File: src/core/sncr_defs.vh
// register offsets, field positions and reset values of the node config block
`ifndef SNCR_DEFS_VH
`define SNCR_DEFS_VH
`define SNCR_ADDR_W          8
`define SNCR_OFF_SW_CFG      8'h04
`define SNCR_OFF_NODE_ID     8'h05
`define SNCR_OFF_PLL         8'h06
`define SNCR_OFF_SW_DIV      8'h07
`define SNCR_OFF_REF_DIV     8'h08
`define SNCR_OFF_DEV_ID      8'h09
`define SNCR_OFF_USER_CODE   8'h0A
`define SNCR_OFF_DIR_LOW     8'h0C
`define SNCR_OFF_DIR_HIGH    8'h0D
`define SNCR_OFF_SPARE_A     8'h10
`define SNCR_OFF_SPARE_B     8'h11
`define SNCR_OFF_DBG_SRC     8'h1F
`define SNCR_OFF_LINK_FIRST  8'h20
`define SNCR_OFF_LINK_LAST   8'h28
`define SNCR_NUM_LINKS       9
`define SNCR_PLL_NO_RESET    31
`define SNCR_PLL_NO_WAIT     30
`define SNCR_PLL_BYPASS      29
`define SNCR_PLL_JTAG_BOOT   28
`define SNCR_PLL_MASK        32'hF39F_FF7F
`define SNCR_PLL_RESET       32'h0000_0000
`define SNCR_CFG_PLL_LOCK    8
`define SNCR_CFG_MASK        32'h8000_0101
`define SNCR_SW_DIV_RESET    16'h0000
`define SNCR_REF_DIV_RESET   16'h0003
`define SNCR_LINK_DIR_LSB    8
`define SNCR_LINK_NET_LSB    4
`define SNCR_DBG_MASK        32'h0000_0013
`define SNCR_SPARE_MASK      32'h0000_0003
`define SNCR_DEV_ID_VALUE    32'h0000_0001 // arbitrary value
`define SNCR_TILE_RST_CYC    4'h8
`endif

File: src/core/sncr_regs.v
// configuration and status register bank of the node packet switch
// Overview of operation
// - pll control write resets tile unless no-reset
// - bit31 set applies pll without tile reset
// - bit30 set skips waiting for pll relock
// - bit29 set bypasses the pll
// - bit28 set selects boot over scan port
// - post divider in bits 25:23, 0..7
// - feedback multiplier in bits 20:8
// - input divider in bits 6:0
// - switch clock divider 16 bits, reset 0
// - reference clock divider 16 bits, reset 3
// - user code otp 31:18, metal id 17:0
// - route by most significant id mismatch bit
// - low table nibbles for positions 7..0
// - high table nibbles for positions 15..8
// - debug source flags core one or zero
// - link status 25:24 gives source target type
// - link status 23:16 gives destination link
// - link direction field 11:8, reset 0
// - link network field 5:4, reset 0
// - bit 2 shows junk packet on link
// - bits 1,0 show dest and source in use
// - config lock bit 8 blocks pll writes
// - node identifier 16 bits, reset zero
`include "sncr_defs.vh"
module sncr_regs
(
   input  wire        SYS_CLK_I,
   input  wire        RST_N_I,
   input  wire        CFG_WR_I,
   input  wire        CFG_RD_I,
   input  wire [7:0]  CFG_ADDR_I,
   input  wire [31:0] CFG_WDATA_I,
   output reg  [31:0] CFG_RDATA_O,
   output reg         CFG_RVALID_O,
   input  wire        PLL_LOCK_I,
   input  wire [13:0] OTP_USER_CODE_I,
   input  wire [17:0] METAL_ID_I,
   input  wire        DBG_EVENT_I,
   input  wire        DBG_CORE_ONE_I,
   input  wire [15:0] PKT_DEST_I,
   input  wire [8:0]  LINK_SRC_BUSY_I,
   input  wire [8:0]  LINK_DST_BUSY_I,
   input  wire [8:0]  LINK_JUNK_I,
   input  wire [17:0] LINK_SRC_TYPE_I,
   input  wire [71:0] LINK_DEST_NUM_I,
   output reg  [31:0] PLL_CTRL_O,
   output reg  [15:0] SW_CLK_DIV_O,
   output reg  [15:0] REF_CLK_DIV_O,
   output reg         TILE_RESET_O,
   output reg  [3:0]  ROUTE_DIR_O,
   output reg         ROUTE_LOCAL_O,
   output reg  [35:0] LINK_DIR_O,
   output reg  [17:0] LINK_NET_O
);

   reg  [31:0] sw_cfg;
   reg  [15:0] node_id;
   reg  [31:0] dir_low;
   reg  [31:0] dir_high;
   reg  [31:0] spare_a;
   reg  [31:0] spare_b;
   reg  [31:0] dbg_src;
   reg  [1:0]  lock_meta;
   reg  [1:0]  lock_sync;
   reg  [3:0]  rst_cnt;
   reg         wait_lock;
   reg  [31:0] rd_mux;
   reg  [3:0]  next_dir;
   reg         next_local;
   wire [15:0] diff;
   wire [63:0] dir_all;
   wire [15:0] pos_win;
   wire [67:0] dir_or;
   wire [3:0]  link_idx;
   wire        link_hit;
   wire        pll_wr;

   assign link_idx = CFG_ADDR_I[3:0];
   assign link_hit = (CFG_ADDR_I >= `SNCR_OFF_LINK_FIRST) &&
                     (CFG_ADDR_I <= `SNCR_OFF_LINK_LAST);
   // locked configuration ignores pll writes
   assign pll_wr = CFG_WR_I && (CFG_ADDR_I == `SNCR_OFF_PLL) &&
                   !sw_cfg[`SNCR_CFG_PLL_LOCK];

   // pll lock status synchroniser
   always @(posedge SYS_CLK_I or negedge RST_N_I)
   begin
      if (!RST_N_I)
      begin
         lock_meta <= 2'b00;
         lock_sync <= 2'b00;
      end
      else
      begin
         lock_meta <= {lock_meta[0], PLL_LOCK_I};
         lock_sync <= {lock_sync[0], lock_meta[1]};
      end
   end

   // plain read/write registers
   always @(posedge SYS_CLK_I or negedge RST_N_I)
   begin
      if (!RST_N_I)
      begin
         sw_cfg        <= 32'h0000_0000;
         node_id       <= 16'h0000;
         PLL_CTRL_O    <= `SNCR_PLL_RESET;
         SW_CLK_DIV_O  <= `SNCR_SW_DIV_RESET;
         REF_CLK_DIV_O <= `SNCR_REF_DIV_RESET;
         dir_low       <= 32'h0000_0000;
         dir_high      <= 32'h0000_0000;
         spare_a       <= 32'h0000_0000;
         spare_b       <= 32'h0000_0000;
      end
      else if (CFG_WR_I)
      begin
         case (CFG_ADDR_I)
            `SNCR_OFF_SW_CFG:
               sw_cfg <= CFG_WDATA_I & `SNCR_CFG_MASK;
            `SNCR_OFF_NODE_ID:
               node_id <= CFG_WDATA_I[15:0];
            `SNCR_OFF_PLL:
               if (pll_wr)
                  // fields 25:23, 20:8, 6:0 and flags 31:28
                  PLL_CTRL_O <= CFG_WDATA_I & `SNCR_PLL_MASK;
            `SNCR_OFF_SW_DIV:
               SW_CLK_DIV_O <= CFG_WDATA_I[15:0];
            `SNCR_OFF_REF_DIV:
               REF_CLK_DIV_O <= CFG_WDATA_I[15:0];
            `SNCR_OFF_DIR_LOW:
               dir_low <= CFG_WDATA_I;
            `SNCR_OFF_DIR_HIGH:
               dir_high <= CFG_WDATA_I;
            `SNCR_OFF_SPARE_A:
               spare_a <= CFG_WDATA_I & `SNCR_SPARE_MASK;
            `SNCR_OFF_SPARE_B:
               spare_b <= CFG_WDATA_I & `SNCR_SPARE_MASK;
            default:
               sw_cfg <= sw_cfg;
         endcase
      end
   end

   // tile reset sequencer after a pll write
   always @(posedge SYS_CLK_I or negedge RST_N_I)
   begin
      if (!RST_N_I)
      begin
         TILE_RESET_O <= 1'b0;
         rst_cnt      <= 4'h0;
         wait_lock    <= 1'b0;
      end
      else if (pll_wr && !CFG_WDATA_I[`SNCR_PLL_NO_RESET])
      begin
         // no-reset bit applies the setting live instead
         TILE_RESET_O <= 1'b1;
         rst_cnt      <= `SNCR_TILE_RST_CYC;
         wait_lock    <= !CFG_WDATA_I[`SNCR_PLL_NO_WAIT];
      end
      else if (rst_cnt != 4'h0)
         rst_cnt <= rst_cnt - 4'h1;
      else if (TILE_RESET_O && (!wait_lock || lock_sync[1]))
      begin
         TILE_RESET_O <= 1'b0;
         wait_lock    <= 1'b0;
      end
   end
   // bypass and scan boot bits leave on PLL_CTRL_O[29:28]
   // multiplier and input divider leave on PLL_CTRL_O

   // debug source capture
   always @(posedge SYS_CLK_I or negedge RST_N_I)
   begin
      if (!RST_N_I)
         dbg_src <= 32'h0000_0000;
      else if (DBG_EVENT_I)
         dbg_src <= {30'h0000_0000, DBG_CORE_ONE_I,
                     !DBG_CORE_ONE_I};
      else if (CFG_WR_I && CFG_ADDR_I == `SNCR_OFF_DBG_SRC)
         dbg_src <= CFG_WDATA_I & `SNCR_DBG_MASK;
   end

   // per-link direction and network fields
   genvar g;
   generate
      for (g = 0; g < `SNCR_NUM_LINKS; g = g + 1)
      begin : g_link
         always @(posedge SYS_CLK_I or negedge RST_N_I)
         begin
            if (!RST_N_I)
            begin
               LINK_DIR_O[4*g+3:4*g] <= 4'h0;
               LINK_NET_O[2*g+1:2*g] <= 2'b00;
            end
            else if (CFG_WR_I && link_hit && link_idx == g)
            begin
               LINK_DIR_O[4*g+3:4*g] <= CFG_WDATA_I[11:8];
               LINK_NET_O[2*g+1:2*g] <= CFG_WDATA_I[5:4];
            end
         end
      end
   endgenerate

   // route lookup on most significant mismatch
   assign diff    = PKT_DEST_I ^ node_id;
   assign dir_all = {dir_high, dir_low};

   // a position claims the route only when no higher bit differs
   genvar p;
   generate
      for (p = 0; p < 16; p = p + 1)
      begin : g_pos
         if (p == 15)
         begin : g_top
            assign pos_win[p] = diff[p];
         end
         else
         begin : g_rest
            assign pos_win[p] = diff[p] && !(|diff[15:p+1]);
         end
         assign dir_or[4*p+7:4*p+4] = dir_or[4*p+3:4*p] |
            (dir_all[4*p+3:4*p] & {4{pos_win[p]}});
      end
   endgenerate
   assign dir_or[3:0] = 4'h0;

   always @*
   begin
      next_dir   = dir_or[67:64];
      next_local = !(|diff);
   end

   always @(posedge SYS_CLK_I or negedge RST_N_I)
   begin
      if (!RST_N_I)
      begin
         ROUTE_DIR_O   <= 4'h0;
         ROUTE_LOCAL_O <= 1'b1;
      end
      else
      begin
         ROUTE_DIR_O   <= next_dir;
         ROUTE_LOCAL_O <= next_local;
      end
   end

   // read multiplexer
   always @*
   begin
      rd_mux = 32'h0000_0000;
      case (CFG_ADDR_I)
         `SNCR_OFF_SW_CFG:   rd_mux = sw_cfg;
         `SNCR_OFF_NODE_ID:  rd_mux = {16'h0000, node_id};
         `SNCR_OFF_PLL:      rd_mux = PLL_CTRL_O;
         `SNCR_OFF_SW_DIV:   rd_mux = {16'h0000, SW_CLK_DIV_O};
         `SNCR_OFF_REF_DIV:  rd_mux = {16'h0000, REF_CLK_DIV_O};
         `SNCR_OFF_DEV_ID:   rd_mux = `SNCR_DEV_ID_VALUE;
         `SNCR_OFF_USER_CODE:
            rd_mux = {OTP_USER_CODE_I, METAL_ID_I};
         `SNCR_OFF_DIR_LOW:  rd_mux = dir_low;
         `SNCR_OFF_DIR_HIGH: rd_mux = dir_high;
         `SNCR_OFF_SPARE_A:  rd_mux = spare_a;
         `SNCR_OFF_SPARE_B:  rd_mux = spare_b;
         `SNCR_OFF_DBG_SRC:  rd_mux = dbg_src;
         default:
            if (link_hit)
               rd_mux = {6'h00,
                         LINK_SRC_TYPE_I[2*link_idx +: 2],
                         LINK_DEST_NUM_I[8*link_idx +: 8],
                         4'h0, LINK_DIR_O[4*link_idx +: 4],
                         2'b00, LINK_NET_O[2*link_idx +: 2], 1'b0,
                         LINK_JUNK_I[link_idx],
                         LINK_DST_BUSY_I[link_idx],
                         LINK_SRC_BUSY_I[link_idx]};
      endcase
   end

   always @(posedge SYS_CLK_I or negedge RST_N_I)
   begin
      if (!RST_N_I)
      begin
         CFG_RDATA_O  <= 32'h0000_0000;
         CFG_RVALID_O <= 1'b0;
      end
      else
      begin
         CFG_RVALID_O <= CFG_RD_I;
         if (CFG_RD_I)
            CFG_RDATA_O <= rd_mux;
      end
   end

endmodule // sncr_regs

File: config.mk
export PLATFORM = sky130hd
export DESIGN_NAME = sncr_regs
export DESIGN_NICKNAME = d
export VERILOG_FILES = /design/src/core/sncr_regs.v
export VERILOG_INCLUDE_DIRS = /design/src /design/src/core
export SDC_FILE = /design/constraint.sdc
export NUM_CORES = 1
export LEC_CHECK = 0
export BUFFER_PORTS_ARGS = -buffer_cell sky130_fd_sc_hd__buf_2
export CAP_MARGIN = 10
export CORE_MARGIN = 2
export CORE_UTILIZATION = 50
export CTS_CLUSTER_DIAMETER = 50
export DETAILED_ROUTE_END_ITERATION = 7
export GPL_TIMING_DRIVEN = 1
export PLACE_DENSITY = 0.79
export SLEW_MARGIN = 20
export SYNTH_ARGS = -nofsm -noshare
export SYNTH_HDL_FRONTEND = slang
export SYNTH_SLANG_ARGS = --single-unit
File: constraint.sdc
create_clock -name SYS_CLK_I -period 2.95 [get_ports SYS_CLK_I]
set_clock_uncertainty 0.15 [all_clocks]
set_input_delay 0.1475 -clock SYS_CLK_I [delete_from_list [all_inputs] [get_ports SYS_CLK_I]]
set_output_delay 0.1475 -clock SYS_CLK_I [all_outputs]
set_load 0.01 [all_outputs]
==> results.py <==
metrics = {
    "logic_synthesis": {
        "synth_compound_area_share_pct": 11.7,
        "yosys.area_share.simple_pct": 8.02,
        "synth_top_family_by_area": "multiplexers",
        "synth.area.top_cells": "dfrtp_1 (48%), mux2_2 (17%), mux4_2 (6.6%), mux2i_1 (2.6%), a22oi_1 (2.6%)",
        "seq_area_frac_synth_pct": 48.8,
        "async_flop_share_pct": 100,
        "synth_top_cell_by_area": "dfrtp_1",
        "synth-xor-area-share_pct": 1.16,
        "netlist_area_um2": 12900,
        "syn_inst": 1037,
        "synth_common_cells": "dfrtp_1 (248), mux2_2 (193), nand2_1 (54)",
        "yosysMostFrequentCell": "dfrtp_1",
        "synthAdderAreaFrac_pct": 0.0971,
        "synth_seq_cells": 251,
        "yosys_warnings": 0,
        "yosysUniqueCellTypes": 71,
        "synthMuxAreaShare_pct": 27.2,
        "synth_edf_count": 0,
        "syn_area_per_cell_um2": 12.4,
        "synth-main-ff-cell": "dfrtp_1",
        "synth.top_cell.area_share_pct": 48.1,
    },
    "final_layout": {
        "final_cells": 1828,
        "fillers": 1954,
        "multi_input_area_um2": 6230,
        "final-seq-area_um2": 6280,
        "fin_util_pct": 67.0,
        "area_growth_pct": 31.3,
        "nNetsFinal": 1687,
        "drive_above_1_share_pct": 47.3,
    },
    "global_route": {
        "track_usage_pct": 33.4,
        "grt_start_max_net_pins": 89,
        "grt_pass1_wl_um": 68000,
        "overflow": 0,
        "grt_pass1_vias": 11288,
        "antenna_found_initial": 1,
    },
    "cts": {
        "cts_tree": "yes",
        "clock-sinks": 251,
        "postCtsSetupBuffers": 0,
        "numCtsBuffers": 30,
        "h-tree-depth": 1,
        "clock_latency_ns": 0.56,
        "root_buffer": "clkbuf_16",
        "cts.clk_slew.worst_paths_ns": 0.06,
        "cts_buffer_depth": 3,
    },
    "placement": {
        "placed_cells": 1695,
        "post-place-ws_ns": 0.454,
        "dp_hpwl_um": 32700,
        "io_buffers": 363,
        "place.gp.congestion": 1.01,
    },
    "worst_setup_path": {
        "arrival_ns": 3.15,
        "r2r-start": "node_id[15]$_DFFE_PN0P_",
        "worstPathCellList": "xor2_1, or3b_1, nand4b_1, nor2b_1, nor4bb_1, dlygate4sd3_1",
        "slowest_stage": "dlygate4sd3_1",
        "crit_family": "simple AND/OR/NAND/NOR gates",
        "critPathMaxStageDelay_ns": 0.59,
        "cp-startpoint": "node_id[15]$_DFFE_PN0P_",
        "critPathKind": "register to register",
        "path_max_fanout": 7,
        "crit_path_end_kind": "register",
        "start_kind": "register",
        "critPathRequiredTime_ns": 3.28,
        "critPathBufInv": 1,
    },
    "timing": {
        "min_period_ns": 2.81,
        "rsz0062_at_grt": "false",
        "holdWs_ns": -0.0181,
        "period_share_pct": 95.4,
        "setup_viol": 0,
        "hold_viol": 5,
        "drv_slew": 0,
        "fmax_mhz": 355,
        "worst_pin_slew_ns": 1.13,
        "fin_setup_tns_ns": 0,
        "setup_slack_ns": 0.135,
        "worst_slew_margin_rel_pct": 24.7,
    },
    "floorplan": {
        "rows": 58,
        "die_area_um2": 27100,
        "start_util_pct": 51.0,
        "coreArea_um2": 25300,
        "die_h_um": 165,
        "die_w_um": 165,
        "boundaryPins": 369,
    },
    "outcome": {
        "status": "complete, but fails checks",
        "violations": "hold timing",
    },
    "job": {
        "drv_cap": 0,
    },
    "pwr": {
        "seq_power_share_pct": 42.8,
        "power_density_nw_per_um2": 526,
        "peakVddDrop_uv": 373,
        "power_mw": 8.90,
        "p_comb_share_pct": 13.7,
        "power_frac_clock_pct": 43.4,
        "internal_power_mw": 6.57,
        "leakage_nw": 8.47,
        "p_sw_share_pct": 26.3,
        "netSwitchingPower_mw": 2.34,
    },
    "route": {
        "drt_pass1_iterations": 6,
        "drt-vias-per-instance": 6.19,
        "drcViolationCount": 0,
        "drt_iter0_drc": 1245,
        "vias": 11321,
        "antenna_left": 0,
        "wl_per_cell_um": 25.1,
        "routed_wl_um": 45800,
    },
    "min_path": {
        "hold_class": "input pin to async pin",
    },
}
## final cells by class
class	count	share of cell area, %
Antenna cell	1	0.0148
Clock buffer	41	5.16
Clock inverter	14	0.998
Inverter	9	0.200
Multi-Input combinational cell	705	36.8
Sequential cell	251	37.1
Tap cell	330	2.44
Timing Repair Buffer	477	17.2
## power groups by stage
| stage | registers, mW | logic [mW] | clock network, mW |
|---|---|---|---|
| after global placement | 3.86 | 1.09 | 0 |
| after global routing | 3.83 | 1.32 | 4.03 |
| after CTS | 3.80 | 1.22 | 3.88 |
| after detailed placement | 3.86 | 1.13 | 0 |
| final | 3.81 | 1.22 | 3.87 |
| after floorplan | 3.86 | 0.562 | 0 |
## cell families (layout without fill, tap and decap cells)
family	count (synthesis)	after routing
mux	274	274
other cells	1	6
fa+ha+maj	1	1
simple gates	196	196
flops	251	251
compound gates	212	212
buf+inv	85	541
xor+xnor	17	17
## path summary, 6_finish.rpt
kind / end / cells after the start / slack (ns)
max: ROUTE_LOCAL_O$_DFF_PN1_ / 6 / 0.14
min: rst_cnt[1]$_DFFE_PN0P_ / 2 / -0.02
max reg2reg: ROUTE_LOCAL_O$_DFF_PN1_ / 6 / 0.14
min reg2reg: lock_sync[1]$_DFF_PN0_ / 0 / 0.20
max in group asynchronous: ROUTE_LOCAL_O$_DFF_PN1_ / 3 / 1.74
min in group SYS_CLK_I: LINK_DIR_O[15]$_DFFE_PN0P_ / 2 / 0.02
## state kept, by name, indices dropped and copies added (netlist names), 4 cells and up
signal and flops:
CFG_RDATA_O 32, LINK_DIR_O 36, LINK_NET_O 18, PLL_CTRL_O 27, REF_CLK_DIV_O 16, ROUTE_DIR_O 4, SW_CLK_DIV_O 16, dir_high 32
dir_low 32, node_id 16, rst_cnt 4
## worst register-to-register path: cells and delay by family (launching register included)
family / cells / cell delay (ns)
AND/OR/NAND/NOR: 4 / 1.35
buffers and inverters: 1 / 0.59
XOR/XNOR: 1 / 0.25
flip-flops: 1 / 0.40
## stage by stage
stage               area, um^2  hold slack [ns]
finish                   16900          -0.0181
global route             16900           0.0223
CTS                      16900          0.00847
detailed placement       15100          -0.0189
global placement         15100          -0.0205
floorplan                12900           -0.298
## per-layer routing
metal  wire [um]  vias to the layer above  GRT usage, %
met5           0                        -             0
met4        2090                        0          14.1
met3        3940                      136          4.90
met2       21500                      666          54.0
met1       18300                     5692          45.3
li1            -                     4827             -
## cells in the final DEF (no fill, tap or decap), types with 7 or more instances in the layout
| cell type | netlist | layout |
|---|---|---|
| buf_2 | 28 | 360 |
| dfrtp_1 | 248 | 248 |
| mux2_2 | 193 | 193 |
| dlygate4sd3_1 | 0 | 77 |
| nand2_1 | 54 | 54 |
| nor2_1 | 52 | 52 |
| a22oi_1 | 45 | 45 |
| mux4_2 | 38 | 38 |
| buf_4 | 5 | 36 |
| mux2i_1 | 34 | 34 |
| clkbuf_16 | 0 | 31 |
| o21ai_0 | 29 | 29 |
| a21oi_1 | 26 | 26 |
| a221oi_1 | 21 | 21 |
| a31oi_1 | 20 | 20 |
| nor2b_1 | 18 | 18 |
| nand2b_1 | 14 | 14 |
| nand3_1 | 14 | 14 |
| xor2_1 | 10 | 10 |
| inv_1 | 9 | 9 |
| mux2_4 | 9 | 9 |
| o221ai_1 | 8 | 8 |
| o22ai_1 | 8 | 8 |
| xnor2_1 | 7 | 7 |
## repair_timing
action,4_1_cts,5_1_grt
hold buffers,77,0
endpoints found under the hold margin,441,0
resized for setup,0,0
No activity file was read; power rests on OpenSTA's default activity.
